$ cat src/pkg/ccrb_defs.svh
`ifndef CCRB_DEFS_SVH
`define CCRB_DEFS_SVH

`define CCRB_REG_MODE 3'h0
`define CCRB_REG_CLK 3'h1
`define CCRB_REG_PWR 3'h2
`define CCRB_REG_GAIN 3'h3
`define CCRB_REG_DAC 3'h4
`define CCRB_REG_ATAP 3'h5
`define CCRB_REG_DTAP_LO 3'h6
`define CCRB_REG_DTAP_HI 3'h7
`define CCRB_REG_RESET 8'h00

`define CCRB_W_CD 15
`define CCRB_W_RW 14
`define CCRB_W_DEV_HI 13
`define CCRB_W_DEV_LO 11
`define CCRB_W_REG_HI 10
`define CCRB_W_REG_LO 8
`define CCRB_W_DATA_HI 7
`define CCRB_W_DAC_HI 14
`define CCRB_DEV_SELF 3'h0
`define CCRB_DEV_STEP 3'h1

`define CCRB_MODE_OP 0
`define CCRB_MODE_MM 1
`define CCRB_MODE_DLB 2
`define CCRB_MODE_SLB 3
`define CCRB_MODE_DC_LO 4
`define CCRB_MODE_DC_HI 6
`define CCRB_MODE_SWRST 7

`define CCRB_CLK_DIR_LO 0
`define CCRB_CLK_DIR_HI 1
`define CCRB_CLK_SCD_LO 2
`define CCRB_CLK_SCD_HI 3
`define CCRB_CLK_MCD_LO 4
`define CCRB_CLK_MCD_HI 6
`define CCRB_CLK_CEE 7

`define CCRB_PWR_PU 0
`define CCRB_PWR_AGT 1
`define CCRB_PWR_IA 2
`define CCRB_PWR_ADC 3
`define CCRB_PWR_DAC 4
`define CCRB_PWR_REF 5
`define CCRB_PWR_RU 6
`define CCRB_PWR_RSVD 7

`define CCRB_GAIN_IGS_HI 2
`define CCRB_GAIN_ADC_MODULATOR_RESET 3
`define CCRB_GAIN_OGS_LO 4
`define CCRB_GAIN_OGS_HI 6
`define CCRB_GAIN_MUTE 7

`define CCRB_DAC_DA_HI 4
`define CCRB_DAC_INTERPOLATOR_BYPASS 5
`define CCRB_DAC_DIGITAL_TAP_ENABLE 6
`define CCRB_DAC_TME 7

`define CCRB_ATAP_C_HI 4
`define CCRB_ATAP_SEEN 5
`define CCRB_ATAP_INV 6
`define CCRB_ATAP_ALB 7

`define CCRB_RST_LAST 2'h3
`define CCRB_RST_STEP 2'h1
`define CCRB_FS_STEP 11'h001
`define CCRB_FS_P2048 11'h7FF
`define CCRB_FS_P1024 11'h3FF
`define CCRB_FS_P512 11'h1FF
`define CCRB_FS_P256 11'h0FF
`define CCRB_SCD_DIV8 3'h7
`define CCRB_SCD_DIV4 3'h3
`define CCRB_SCD_DIV2 3'h1
`define CCRB_SCD_DIV1 3'h0
`endif

$ cat src/pkg/ccrb_pkg.sv
package ccrb_pkg;
    typedef logic [7:0] ccrb_byte_t;
    typedef enum logic [1:0] {
        CCRB_RS_IDLE,
        CCRB_RS_HOLD,
        CCRB_RS_COUNT
    } ccrb_rst_state_t;
endpackage

$ cat src/logic/ccrb_top.sv
`timescale 1ns/1ps
`include "ccrb_defs.svh"
module ccrb_top (
    // clock and reset
    input wire logic core_clk,
    input wire logic rst,
    // reset pin, low asserts
    input wire logic codec_reset_pin_n,
    // control and DAC words from the serial port
    input wire logic [15:0] ctl_word,
    input wire logic ctl_word_valid,
    // words passed out, echoed or read back
    output logic [15:0] echo_word_r,
    output logic echo_valid_r,
    // DAC words
    output logic [15:0] dac_word_r,
    output logic dac_valid_r,
    // timing
    output logic divided_master_clock,
    output logic serial_clock_tick,
    output logic output_frame_sync_r,
    output logic reset_busy_r,
    // mode register
    output logic operating_mode_select,
    output logic mixed_mode_enable,
    output logic mixed_mode_active_r,
    output logic digital_loopback_enable,
    output logic serial_loopback_enable,
    output logic [2:0] cascade_count,
    // clock register
    output logic [1:0] sample_rate_sel,
    output logic [1:0] serial_clock_divider_sel,
    output logic [2:0] master_divider_sel,
    output logic control_echo_enable,
    // power register
    output logic device_power_on,
    output logic analog_tap_power_on,
    output logic input_amp_power_on,
    output logic adc_power_on,
    output logic dac_power_on,
    output logic reference_power_on,
    output logic reference_output_pin_enable,
    // gain register
    output logic [2:0] input_gain_sel,
    output logic adc_modulator_reset,
    output logic [2:0] output_gain_sel,
    output logic output_mute,
    // DAC timing register
    output logic [4:0] dac_advance,
    output logic interpolator_bypass,
    output logic digital_tap_enable,
    output logic test_mode_enable,
    // analog tap register
    output logic [4:0] analog_tap_coeff,
    output logic single_ended_or_tap_enable,
    output logic input_invert,
    output logic analog_loopback_or_tap_mute,
    // digital tap coefficient
    output logic [15:0] digital_tap_coeff
);
    ccrb_pkg::ccrb_byte_t regs_r [0:7];
    ccrb_pkg::ccrb_rst_state_t rs_r;
    ccrb_pkg::ccrb_rst_state_t rs_nxt;
    logic [1:0] rs_cnt_r;
    logic [10:0] fs_cnt_r;
    logic pin_level_r;
    logic divided_master_clock_tick;
    logic sclk_tick;

    ccrb_pin_sync #(
        .RST_VAL(1'b0)
    ) u_pin_sync (
        .core_clk(core_clk),
        .rst(rst),
        .pin_in(codec_reset_pin_n),
        .level_r(pin_level_r)
    );

    // master divider: 0..4 give over 1..5, other codes undivided
    wire [2:0] mcd = regs_r[`CCRB_REG_CLK][`CCRB_CLK_MCD_HI:`CCRB_CLK_MCD_LO];
    wire [2:0] mcd_limit = (mcd > 3'h4) ? 3'h0 : mcd;

    ccrb_tick_div #(
        .W(3)
    ) u_divided_master_clock_div (
        .core_clk(core_clk),
        .rst(rst),
        .en(1'b1),
        .limit(mcd_limit),
        .tick_r(divided_master_clock_tick)
    );

    wire [1:0] scd = regs_r[`CCRB_REG_CLK][`CCRB_CLK_SCD_HI:`CCRB_CLK_SCD_LO];
    wire [2:0] scd_limit = (scd == 2'h0) ? `CCRB_SCD_DIV8 :
                           (scd == 2'h1) ? `CCRB_SCD_DIV4 :
                           (scd == 2'h2) ? `CCRB_SCD_DIV2 : `CCRB_SCD_DIV1;

    ccrb_tick_div #(
        .W(3)
    ) u_sclk_div (
        .core_clk(core_clk),
        .rst(rst),
        .en(divided_master_clock_tick),
        .limit(scd_limit),
        .tick_r(sclk_tick)
    );

    assign divided_master_clock = divided_master_clock_tick;
    assign serial_clock_tick = sclk_tick;

    // control word decode
    wire pin_low = ~pin_level_r;
    wire [2:0] dev = ctl_word[`CCRB_W_DEV_HI:`CCRB_W_DEV_LO];
    wire [2:0] idx = ctl_word[`CCRB_W_REG_HI:`CCRB_W_REG_LO];
    wire [7:0] data = ctl_word[`CCRB_W_DATA_HI:0];
    wire [2:0] dev_dec = dev - `CCRB_DEV_STEP;
    wire op_mode = regs_r[`CCRB_REG_MODE][`CCRB_MODE_OP];
    wire mm_bit = regs_r[`CCRB_REG_MODE][`CCRB_MODE_MM];
    wire mixed_live = op_mode & mm_bit;
    wire slb_live = regs_r[`CCRB_REG_MODE][`CCRB_MODE_SLB];
    wire cee = regs_r[`CCRB_REG_CLK][`CCRB_CLK_CEE];
    // words are refused while any reset is still running
    wire word_ok = ctl_word_valid & (rs_r == ccrb_pkg::CCRB_RS_IDLE);
    // plain data mode takes no control words; only a reset gets out of it
    wire ctl_allowed = ~op_mode | mixed_live;
    wire is_ctl = word_ok & ctl_word[`CCRB_W_CD] & ctl_allowed;
    wire addr_me = (dev == `CCRB_DEV_SELF);
    wire pass = is_ctl & ~addr_me;
    wire rd = is_ctl & addr_me & ctl_word[`CCRB_W_RW];
    wire wr = is_ctl & addr_me & ~ctl_word[`CCRB_W_RW];
    wire sw_rst_go = wr & (idx == `CCRB_REG_MODE) & data[`CCRB_MODE_SWRST];
    wire clear_regs = pin_low | sw_rst_go;
    // reserved power bit kept at zero even if the host slips
    wire [7:0] wr_data = (idx == `CCRB_REG_PWR) ? {1'b0, data[6:0]} : data;

    always_ff @(posedge core_clk) begin
        for (int i = 0; i < 8; i++) begin
            if (rst || clear_regs) begin
                regs_r[i] <= `CCRB_REG_RESET;
            end else if (wr && (idx == i[2:0])) begin
                regs_r[i] <= wr_data;
            end
        end
    end

    // reset sequencer: pin held low, then four divided clocks
    always_comb begin
        rs_nxt = rs_r;
        unique case (rs_r)
            ccrb_pkg::CCRB_RS_IDLE: begin
                if (sw_rst_go) begin
                    rs_nxt = ccrb_pkg::CCRB_RS_COUNT;
                end
            end
            ccrb_pkg::CCRB_RS_HOLD: begin
                if (!pin_low) begin
                    rs_nxt = ccrb_pkg::CCRB_RS_COUNT;
                end
            end
            ccrb_pkg::CCRB_RS_COUNT: begin
                if (divided_master_clock_tick && rs_cnt_r == `CCRB_RST_LAST) begin
                    rs_nxt = ccrb_pkg::CCRB_RS_IDLE;
                end
            end
        endcase
        if (pin_low) begin
            rs_nxt = ccrb_pkg::CCRB_RS_HOLD;
        end
    end

    always_ff @(posedge core_clk) begin
        if (rst) begin
            rs_r <= ccrb_pkg::CCRB_RS_HOLD;
            rs_cnt_r <= 2'h0;
            reset_busy_r <= 1'b1;
        end else begin
            rs_r <= rs_nxt;
            reset_busy_r <= (rs_nxt != ccrb_pkg::CCRB_RS_IDLE);
            if (rs_r != ccrb_pkg::CCRB_RS_COUNT) begin
                rs_cnt_r <= 2'h0;
            end else if (divided_master_clock_tick) begin
                rs_cnt_r <= rs_cnt_r + `CCRB_RST_STEP;
            end
        end
    end

    // frame sync: counter restarts while the pin is low
    wire [1:0] dir = regs_r[`CCRB_REG_CLK][`CCRB_CLK_DIR_HI:`CCRB_CLK_DIR_LO];
    wire [10:0] fs_limit = (dir == 2'h0) ? `CCRB_FS_P2048 :
                           (dir == 2'h1) ? `CCRB_FS_P1024 :
                           (dir == 2'h2) ? `CCRB_FS_P512 : `CCRB_FS_P256;
    // >= so that a faster rate programmed mid-period wraps at once
    wire fs_wrap = divided_master_clock_tick & (fs_cnt_r >= fs_limit);

    always_ff @(posedge core_clk) begin
        if (rst || pin_low) begin
            fs_cnt_r <= 11'h000;
            output_frame_sync_r <= 1'b0;
        end else begin
            output_frame_sync_r <= fs_wrap;
            if (fs_wrap) begin
                fs_cnt_r <= 11'h000;
            end else if (divided_master_clock_tick) begin
                fs_cnt_r <= fs_cnt_r + `CCRB_FS_STEP;
            end
        end
    end

    // echo path: pass-on, read-back, control echo, serial loopback
    wire echo_go = (word_ok & slb_live) | pass | rd | (wr & cee);
    wire [15:0] echo_nxt = (word_ok & slb_live) ? ctl_word :
                           pass ? {ctl_word[`CCRB_W_CD:`CCRB_W_RW], dev_dec, ctl_word[10:0]} :
                           rd ? {ctl_word[15:8], regs_r[idx]} : ctl_word;
    // DAC path; program-mode data words are dropped
    wire dac_plain = op_mode & ~mm_bit;
    wire dac_go = word_ok & (dac_plain | (mixed_live & ~ctl_word[`CCRB_W_CD]));
    wire [15:0] dac_nxt = mixed_live ? {ctl_word[`CCRB_W_DAC_HI:0], 1'b0} : ctl_word;

    always_ff @(posedge core_clk) begin
        if (rst) begin
            echo_word_r <= 16'h0000;
            echo_valid_r <= 1'b0;
            dac_word_r <= 16'h0000;
            dac_valid_r <= 1'b0;
            mixed_mode_active_r <= 1'b0;
        end else begin
            echo_valid_r <= echo_go;
            dac_valid_r <= dac_go;
            mixed_mode_active_r <= mixed_live & ~clear_regs;
            if (echo_go) begin
                echo_word_r <= echo_nxt;
            end
            if (dac_go) begin
                dac_word_r <= dac_nxt;
            end
        end
    end

    // register fields
    assign operating_mode_select = regs_r[`CCRB_REG_MODE][`CCRB_MODE_OP];
    assign mixed_mode_enable = regs_r[`CCRB_REG_MODE][`CCRB_MODE_MM];
    assign digital_loopback_enable = regs_r[`CCRB_REG_MODE][`CCRB_MODE_DLB];
    assign serial_loopback_enable = regs_r[`CCRB_REG_MODE][`CCRB_MODE_SLB];
    assign cascade_count = regs_r[`CCRB_REG_MODE][`CCRB_MODE_DC_HI:`CCRB_MODE_DC_LO];
    assign sample_rate_sel = dir;
    assign serial_clock_divider_sel = scd;
    assign master_divider_sel = mcd;
    assign control_echo_enable = cee;
    assign device_power_on = regs_r[`CCRB_REG_PWR][`CCRB_PWR_PU];
    assign analog_tap_power_on = regs_r[`CCRB_REG_PWR][`CCRB_PWR_AGT];
    assign input_amp_power_on = regs_r[`CCRB_REG_PWR][`CCRB_PWR_IA];
    assign adc_power_on = regs_r[`CCRB_REG_PWR][`CCRB_PWR_ADC];
    assign dac_power_on = regs_r[`CCRB_REG_PWR][`CCRB_PWR_DAC];
    assign reference_power_on = regs_r[`CCRB_REG_PWR][`CCRB_PWR_REF];
    assign reference_output_pin_enable = regs_r[`CCRB_REG_PWR][`CCRB_PWR_RU];
    assign input_gain_sel = regs_r[`CCRB_REG_GAIN][`CCRB_GAIN_IGS_HI:0];
    assign adc_modulator_reset = regs_r[`CCRB_REG_GAIN][`CCRB_GAIN_ADC_MODULATOR_RESET];
    assign output_gain_sel = regs_r[`CCRB_REG_GAIN][`CCRB_GAIN_OGS_HI:`CCRB_GAIN_OGS_LO];
    assign output_mute = regs_r[`CCRB_REG_GAIN][`CCRB_GAIN_MUTE];
    assign dac_advance = regs_r[`CCRB_REG_DAC][`CCRB_DAC_DA_HI:0];
    assign interpolator_bypass = regs_r[`CCRB_REG_DAC][`CCRB_DAC_INTERPOLATOR_BYPASS];
    assign digital_tap_enable = regs_r[`CCRB_REG_DAC][`CCRB_DAC_DIGITAL_TAP_ENABLE];
    assign test_mode_enable = regs_r[`CCRB_REG_DAC][`CCRB_DAC_TME];
    assign analog_tap_coeff = regs_r[`CCRB_REG_ATAP][`CCRB_ATAP_C_HI:0];
    assign single_ended_or_tap_enable = regs_r[`CCRB_REG_ATAP][`CCRB_ATAP_SEEN];
    assign input_invert = regs_r[`CCRB_REG_ATAP][`CCRB_ATAP_INV];
    assign analog_loopback_or_tap_mute = regs_r[`CCRB_REG_ATAP][`CCRB_ATAP_ALB];
    assign digital_tap_coeff = {regs_r[`CCRB_REG_DTAP_HI], regs_r[`CCRB_REG_DTAP_LO]};
endmodule

$ cat src/logic/ccrb_pin_sync.sv
`timescale 1ns/1ps
module ccrb_pin_sync #(
    parameter logic RST_VAL = 1'b0
) (
    // clock and reset
    input wire logic core_clk,
    input wire logic rst,
    // pin and filtered level
    input wire logic pin_in,
    output logic level_r
);
    logic s1_r;
    logic s2_r;
    logic s3_r;

    always_ff @(posedge core_clk) begin
        if (rst) begin
            s1_r <= RST_VAL;
            s2_r <= RST_VAL;
            s3_r <= RST_VAL;
            level_r <= RST_VAL;
        end else begin
            s1_r <= pin_in;
            s2_r <= s1_r;
            s3_r <= s2_r;
            // a change is accepted only once stages two and three agree
            if (s2_r == s3_r) begin
                level_r <= s3_r;
            end
        end
    end
endmodule

$ cat src/logic/ccrb_tick_div.sv
`timescale 1ns/1ps
module ccrb_tick_div #(
    parameter int W = 3
) (
    // clock and reset
    input wire logic core_clk,
    input wire logic rst,
    // input rate and terminal count
    input wire logic en,
    input wire logic [W-1:0] limit,
    // one pulse per limit+1 enables
    output logic tick_r
);
    logic [W-1:0] cnt_r;
    wire wrap = en && (cnt_r >= limit);

    always_ff @(posedge core_clk) begin
        if (rst) begin
            cnt_r <= '0;
            tick_r <= 1'b0;
        end else begin
            tick_r <= wrap;
            if (wrap) begin
                cnt_r <= '0;
            end else if (en) begin
                cnt_r <= cnt_r + {{(W-1){1'b0}}, 1'b1};
            end
        end
    end
endmodule

$ cat config.mk
export PLATFORM = sky130hd
export DESIGN_NAME = ccrb_top
export DESIGN_NICKNAME = d
export VERILOG_FILES = /design/src/pkg/ccrb_pkg.sv /design/src/logic/ccrb_top.sv /design/src/logic/ccrb_pin_sync.sv /design/src/logic/ccrb_tick_div.sv
export VERILOG_INCLUDE_DIRS = /design/src /design/src/pkg
export SDC_FILE = /design/constraint.sdc
export NUM_CORES = 1
export LEC_CHECK = 0
export BUFFER_PORTS_ARGS = -buffer_cell sky130_fd_sc_hd__buf_2
export CAP_MARGIN = 20
export CELL_PAD_IN_SITES_DETAIL_PLACEMENT = 0
export CELL_PAD_IN_SITES_GLOBAL_PLACEMENT = 2
export CORE_UTILIZATION = 38
export CTS_CLUSTER_SIZE = 28
export DETAILED_ROUTE_END_ITERATION = 8
export PLACE_DENSITY_LB_ADDON = 0.1
export SKIP_CTS_REPAIR_TIMING = 1
export SYNTH_ARGS = -nofsm -noshare
export SYNTH_HDL_FRONTEND = slang
export SYNTH_SLANG_ARGS = --single-unit
$ cat constraint.sdc
create_clock -name core_clk -period 6.08 [get_ports core_clk]
set_input_delay 1.52 -clock core_clk [delete_from_list [all_inputs] [get_ports core_clk]]
set_output_delay 1.52 -clock core_clk [all_outputs]
set_load 0.01 [all_outputs]
== After elaboration in Yosys (flattened, before gate mapping) ==
Memories as Yosys holds them, arrays and structs flattened.
Index checks and enable logic that the tools add are counted.

* Bits in registers: 64
* Bits in writable memories: 64
* Input port bits: 20
* Output and inout port bits: 101
* Logic and storage cells: 154
* Memories: 1

{| class="wikitable"
|+ Memory list
! name !! words !! bits a word !! read ports !! clocked after memory_dff !! wr ports !! line !! RTL
|-
| regs_r || 8 || 8 || 9 || 0 || 8 || ccrb_top.sv:61 || <nowiki>ccrb_pkg::ccrb_byte_t regs_r [0:7];</nowiki>
|}

* $add $sub $neg: 5
* Magnitude comparators: 4
* Equality and inequality tests: 16
* Mux-type cells: 50
* Bitwise gates (word level): 38
* Reduce and logical (&&, ||, !) cells: 22

{| class="wikitable"
|+ Operator list
! kind !! count
|-
| 8-bit 2-to-1 mux || 10
|-
| 14-bit 2-to-1 mux || 2
|-
| 1-bit 2-to-1 mux || 27
|-
| 1-bit bitwise AND || 17
|-
| 16-bit 2-to-1 mux || 1
|-
| 1-bit bitwise OR || 14
|-
| 3-bit equality test, second input constant || 4
|-
| 11-bit by 1-bit adder with 11-bit output, second input constant || 1
|-
| 11-bit >= comparator || 1
|-
| 11-bit 2-to-1 mux || 1
|-
| 1-bit logical AND || 10
|-
| 10-bit 2-to-1 mux || 1
|-
| 9-bit 2-to-1 mux || 1
|-
| 2-bit equality test, second input constant || 4
|-
| 2-bit 2-to-1 mux || 4
|-
| 2-bit OR reduction || 4
|-
| 1-bit NOT || 7
|-
| 3-bit by 1-bit adder with 3-bit output, second input constant || 2
|-
| 2-bit by 1-bit equality test with 1-bit output, second input constant || 3
|-
| 3-bit by 2-bit equality test with 1-bit output, second input constant || 2
|-
| 3-bit >= comparator || 2
|-
| 2-bit zero test || 3
|-
| 3-bit zero test || 2
|-
| 3-bit 2-to-1 mux || 2
|-
| other kinds (9) || 10
|}

== Depth between registers and ports, before layout ==
* Depth in word-level cells: 13
* Mapped depth: 8
* Gate-level depth less buffers: 7

== Modules after synthesis ==
Synthesis repeated with hierarchy kept, for this count alone.

* Cell total of the unflattened synthesis: 577
* Area total of the unflattened synthesis: 6459.9 µm²

{| class="wikitable"
|+ Modules (own cells, without submodules)
! module !! times used !! cells each !! area an instance (µm²) !! sequential area each (µm²)
|-
| ccrb_top || 1 || 513 || 5836.8 || 2962.8
|-
| ccrb_tick_div || 2 || 27 || 255.2 || 80.1
|-
| ccrb_pin_sync || 1 || 10 || 112.6 || 80.1
|}

== Worst setup path after synthesis ==
Ideal clock, no wire load.

* Kind: in2reg
* From: input port ctl_word[11]
* To: memory regs_r[1][0] in the netlist's numbering, enable pin
* Library setup time: 0.398 ns
* Arrival time: 3.513 ns
* Required time: 5.682 ns
* Slack: 2.169 ns
* Stages: 7
* Cell sequence: inv_1 > ha_1 > ha_1 > nor2b_1 > nand4_2 > buf_2 > o41ai_1

{| class="wikitable"
|+ RTL lines
! what !! line !! RTL
|-
| start, declared || ccrb_top.sv:10 || <nowiki>input wire logic [15:0] ctl_word,</nowiki>
|-
| end, declared || ccrb_top.sv:61 ||
|}

==> impl_metrics.csv <==
group,metric,value,unit
global_route,antenna_found_initial,0,
status,status,"finished clean",
global_route,grt-ovfl-total,0,
global_route,grt_pass1_vias,4740,
worst_setup_path,path_cells,"buf_2, and2_1, nand4_2, o31ai_1, buf_2",
worst_setup_path,crit_path_start_kind,"input port",
worst_hold_path,min_path_type,"register to register",
clock_network,ctsLongestPathBuffers,2,
sta,tns,0,ps
synth,synth_top_cell_by_area,"edfxtp_1",
synth,synth.area.top_cells,"edfxtp_1, dfxtp_1, and2_1, ha_1, a311oi_1",
synth,synthFlopType,"edfxtp_1",
pwr,leakagePower,3.31,nW
sta,setup_viol,0,
synth,syn_area_per_cell,10.6,um^2
worst_hold_path,hold_depth,2,
finish,syn_to_final_growth,21.8,%
worst_setup_path,ff2ff_setup_slack,2980,ps
routing,dr.pass1.iters,4,
sta,slew_violations,0,
clock_network,insertion_delay,420,ps
place,gp_congestion,0.812,
sta,fin_crit_sh,0.606,
routing,vias_per_cell,5.32,
routing,num_vias,4880,
sta,rsz0062_at_grt,"no",
synth,synth_common_cells,"dfxtp_1, edfxtp_1, and2_1",
synth,synth_edf_count,64,
floorplanning,dieArea,17000,um^2
synth,yosys_warnings,0,
synth,synth_top_area_share,0.307,
worst_setup_path,worst-path-buf-inv,2,
run,maxCapViolCount,0,
worst_setup_path,worst-path-stages,5,
floorplanning,die_y,130,um
sta,fmax,271,MHz
sta,period_needed,3690,ps
floorplanning,ios,121,
floorplanning,die_x,130,um
finish,nets,727,
place,io_buffer_count,120,
synth,yosysUniqueCellTypes,65,
routing,drc,0,
worst_setup_path,crit_arrival,3810,ps
finish,n_fill_cell,1586,
sta,hold_viol,0,
clock_network,cts_tree,"done",
worst_setup_path,crit_top_cell,"buf_2",
global_route,grt_pass1_wl,27.5,mm
floorplanning,initial_core_util,0.391,
finish,antenna_cells,0,
routing,drt_iter0_drc,331,
worst_setup_path,critPathMaxFanout,21,
worst_setup_path,crit_type,"input port to register",
sta,relSlewSlack,0.382,
worst_setup_path,critical_path_required,6210,ps
floorplanning,rows,46,
worst_setup_path,cp_slowest_stage_delay,690,ps
global_route,grt_use_total,0.224,
sta,tightestPinTransition,927,ps
worst_setup_path,cpLargestDelayFamily,"simple AND/OR/NAND/NOR gates",
clock_network,clk_pin_slew,60,ps
synth,async_reset_ff_frac,0,
finish,multi_input_area,2750,um^2
routing,routed_wl,18.2,mm
place,placed_area,6890,um^2
synth,synth_cells,588,
finish,regArea,3200,um^2
synth,synth_area,6250,um^2
worst_setup_path,crit_path_top_delay_cell,"o31ai_1",
pwr,powerDensity,282,nW/um^2
worst_setup_path,r2r_cells,6,
finish,layout-drive-gt1-share,0.271,
clock_network,cts-buffers-inserted,17,
synth,ys_seq_elements,128,
place,dp_hpwl,12.7,mm
finish,design_area,7610,um^2
clock_network,root_buffer,"clkbuf_16",
worst_setup_path,endpoint_kind,"register",
floorplanning,coreArea,16000,um^2
routing,routedWlPerCell,19.8,um
sta,finClkSkew,9.10,ps
routing,ant_nets,0,
global_route,grt_max_degree,48,
pwr,irDropWorstVdd,0.000200,V
clock_network,clock-sinks,128,
clock_network,htreeDepth,4,
synth,ys_seq_area_frac,0.512,
[path summary, 6_finish.rpt]
kind,endpoint,start
max,regs_r[3][2],ctl_word_valid
min,u_pin_sync.level_r,u_pin_sync.s3_r
max reg2reg,regs_r[3][2],rs_r[0]
min reg2reg,u_pin_sync.level_r,u_pin_sync.s3_r
[flip-flops by register name, indices dropped and copies added, names as in the netlist, 2 cells and up]
name	cells
fs_cnt_r	11
u_divided_master_clock_div.cnt_r	3
regs_r	64
rs_r	2
dac_word_r	16
rs_cnt_r	2
u_sclk_div.cnt_r	3
echo_word_r	16
[where the power goes]
| part | internal (mW) | leakage (nW) | switching, mW |
|---|---|---|---|
| logic | 0.0249 | 1.69 | 0.0562 |
| registers | 0.902 | 1.30 | 0.00490 |
| clock network | 0.766 | 0.316 | 0.395 |
| total | 1.69 | 3.31 | 0.457 |
[worst min-delay path, stage by stage (launching register included)]
cell	delay, ps
dfxtp_1	290
o21ai_0	60
a21oi_1	60
[metrics by stage]
stage / util / hold WS (ps) / std cells / setup slack [ps] / total power [mW]
3_3_place_gp: 0.430 / 431 / 879 / 1760 / 1.01
3_5_place_dp: 0.431 / 434 / 880 / 1700 / 1.01
5_1_grt: 0.476 / 471 / 918 / 2230 / 2.21
2_1_floorplan: - / 414 / 589 / 2170 / 0.982
4_1_cts: 0.473 / 466 / 912 / 2120 / 2.17
6_report: 0.476 / 464 / 918 / 2390 / 2.15
[cell usage in the layout (no fill, tap or decap), types with 9 or more instances in the layout]
| cell | n |
|---|---|
| nor2b_1 | 10 |
| o21ai_0 | 13 |
| and3_1 | 9 |
| mux2i_1 | 13 |
| edfxtp_1 | 64 |
| nor2_1 | 40 |
| nand2_1 | 45 |
| dfxtp_1 | 64 |
| a21oi_1 | 25 |
| clkbuf_16 | 17 |
| and2_1 | 63 |
| buf_2 | 124 |
| inv_1 | 9 |
| a311oi_1 | 22 |
| mux2_2 | 12 |
| nand3_1 | 25 |
| ha_1 | 18 |
[area by class of cell]
class                      instances  share of cell area
sequential                       128               0.421
multi-input combinational        402               0.361
timing repair buffer             131              0.0907
clock buffer                      17              0.0559
tap                              216              0.0355
clock inverter                    15              0.0317
inverter                           9             0.00444
[routing by layer]
| metal | routed length [um] | vias up | GRT usage |
|---|---|---|---|
| met3 | 884 | 22 | 0.0435 |
| met4 | 335 | 0 | 0.102 |
| met5 | 0 | - | 0 |
| met2 | 8930 | 143 | 0.361 |
| li1 | - | 2337 | - |
| met1 | 8050 | 2378 | 0.289 |
[cell families after synthesis]
group	synth area share
and+or+nand+nor	0.209
AOI/OAI and AO/OA	0.122
xor gates and xnor gates	0.0210
other	0.000600
adders and majority gates	0.0360
muxes	0.0502
buffers and inverters	0.0486
DFF	0.512
Note: power is estimated with default switching activity, not from simulation.
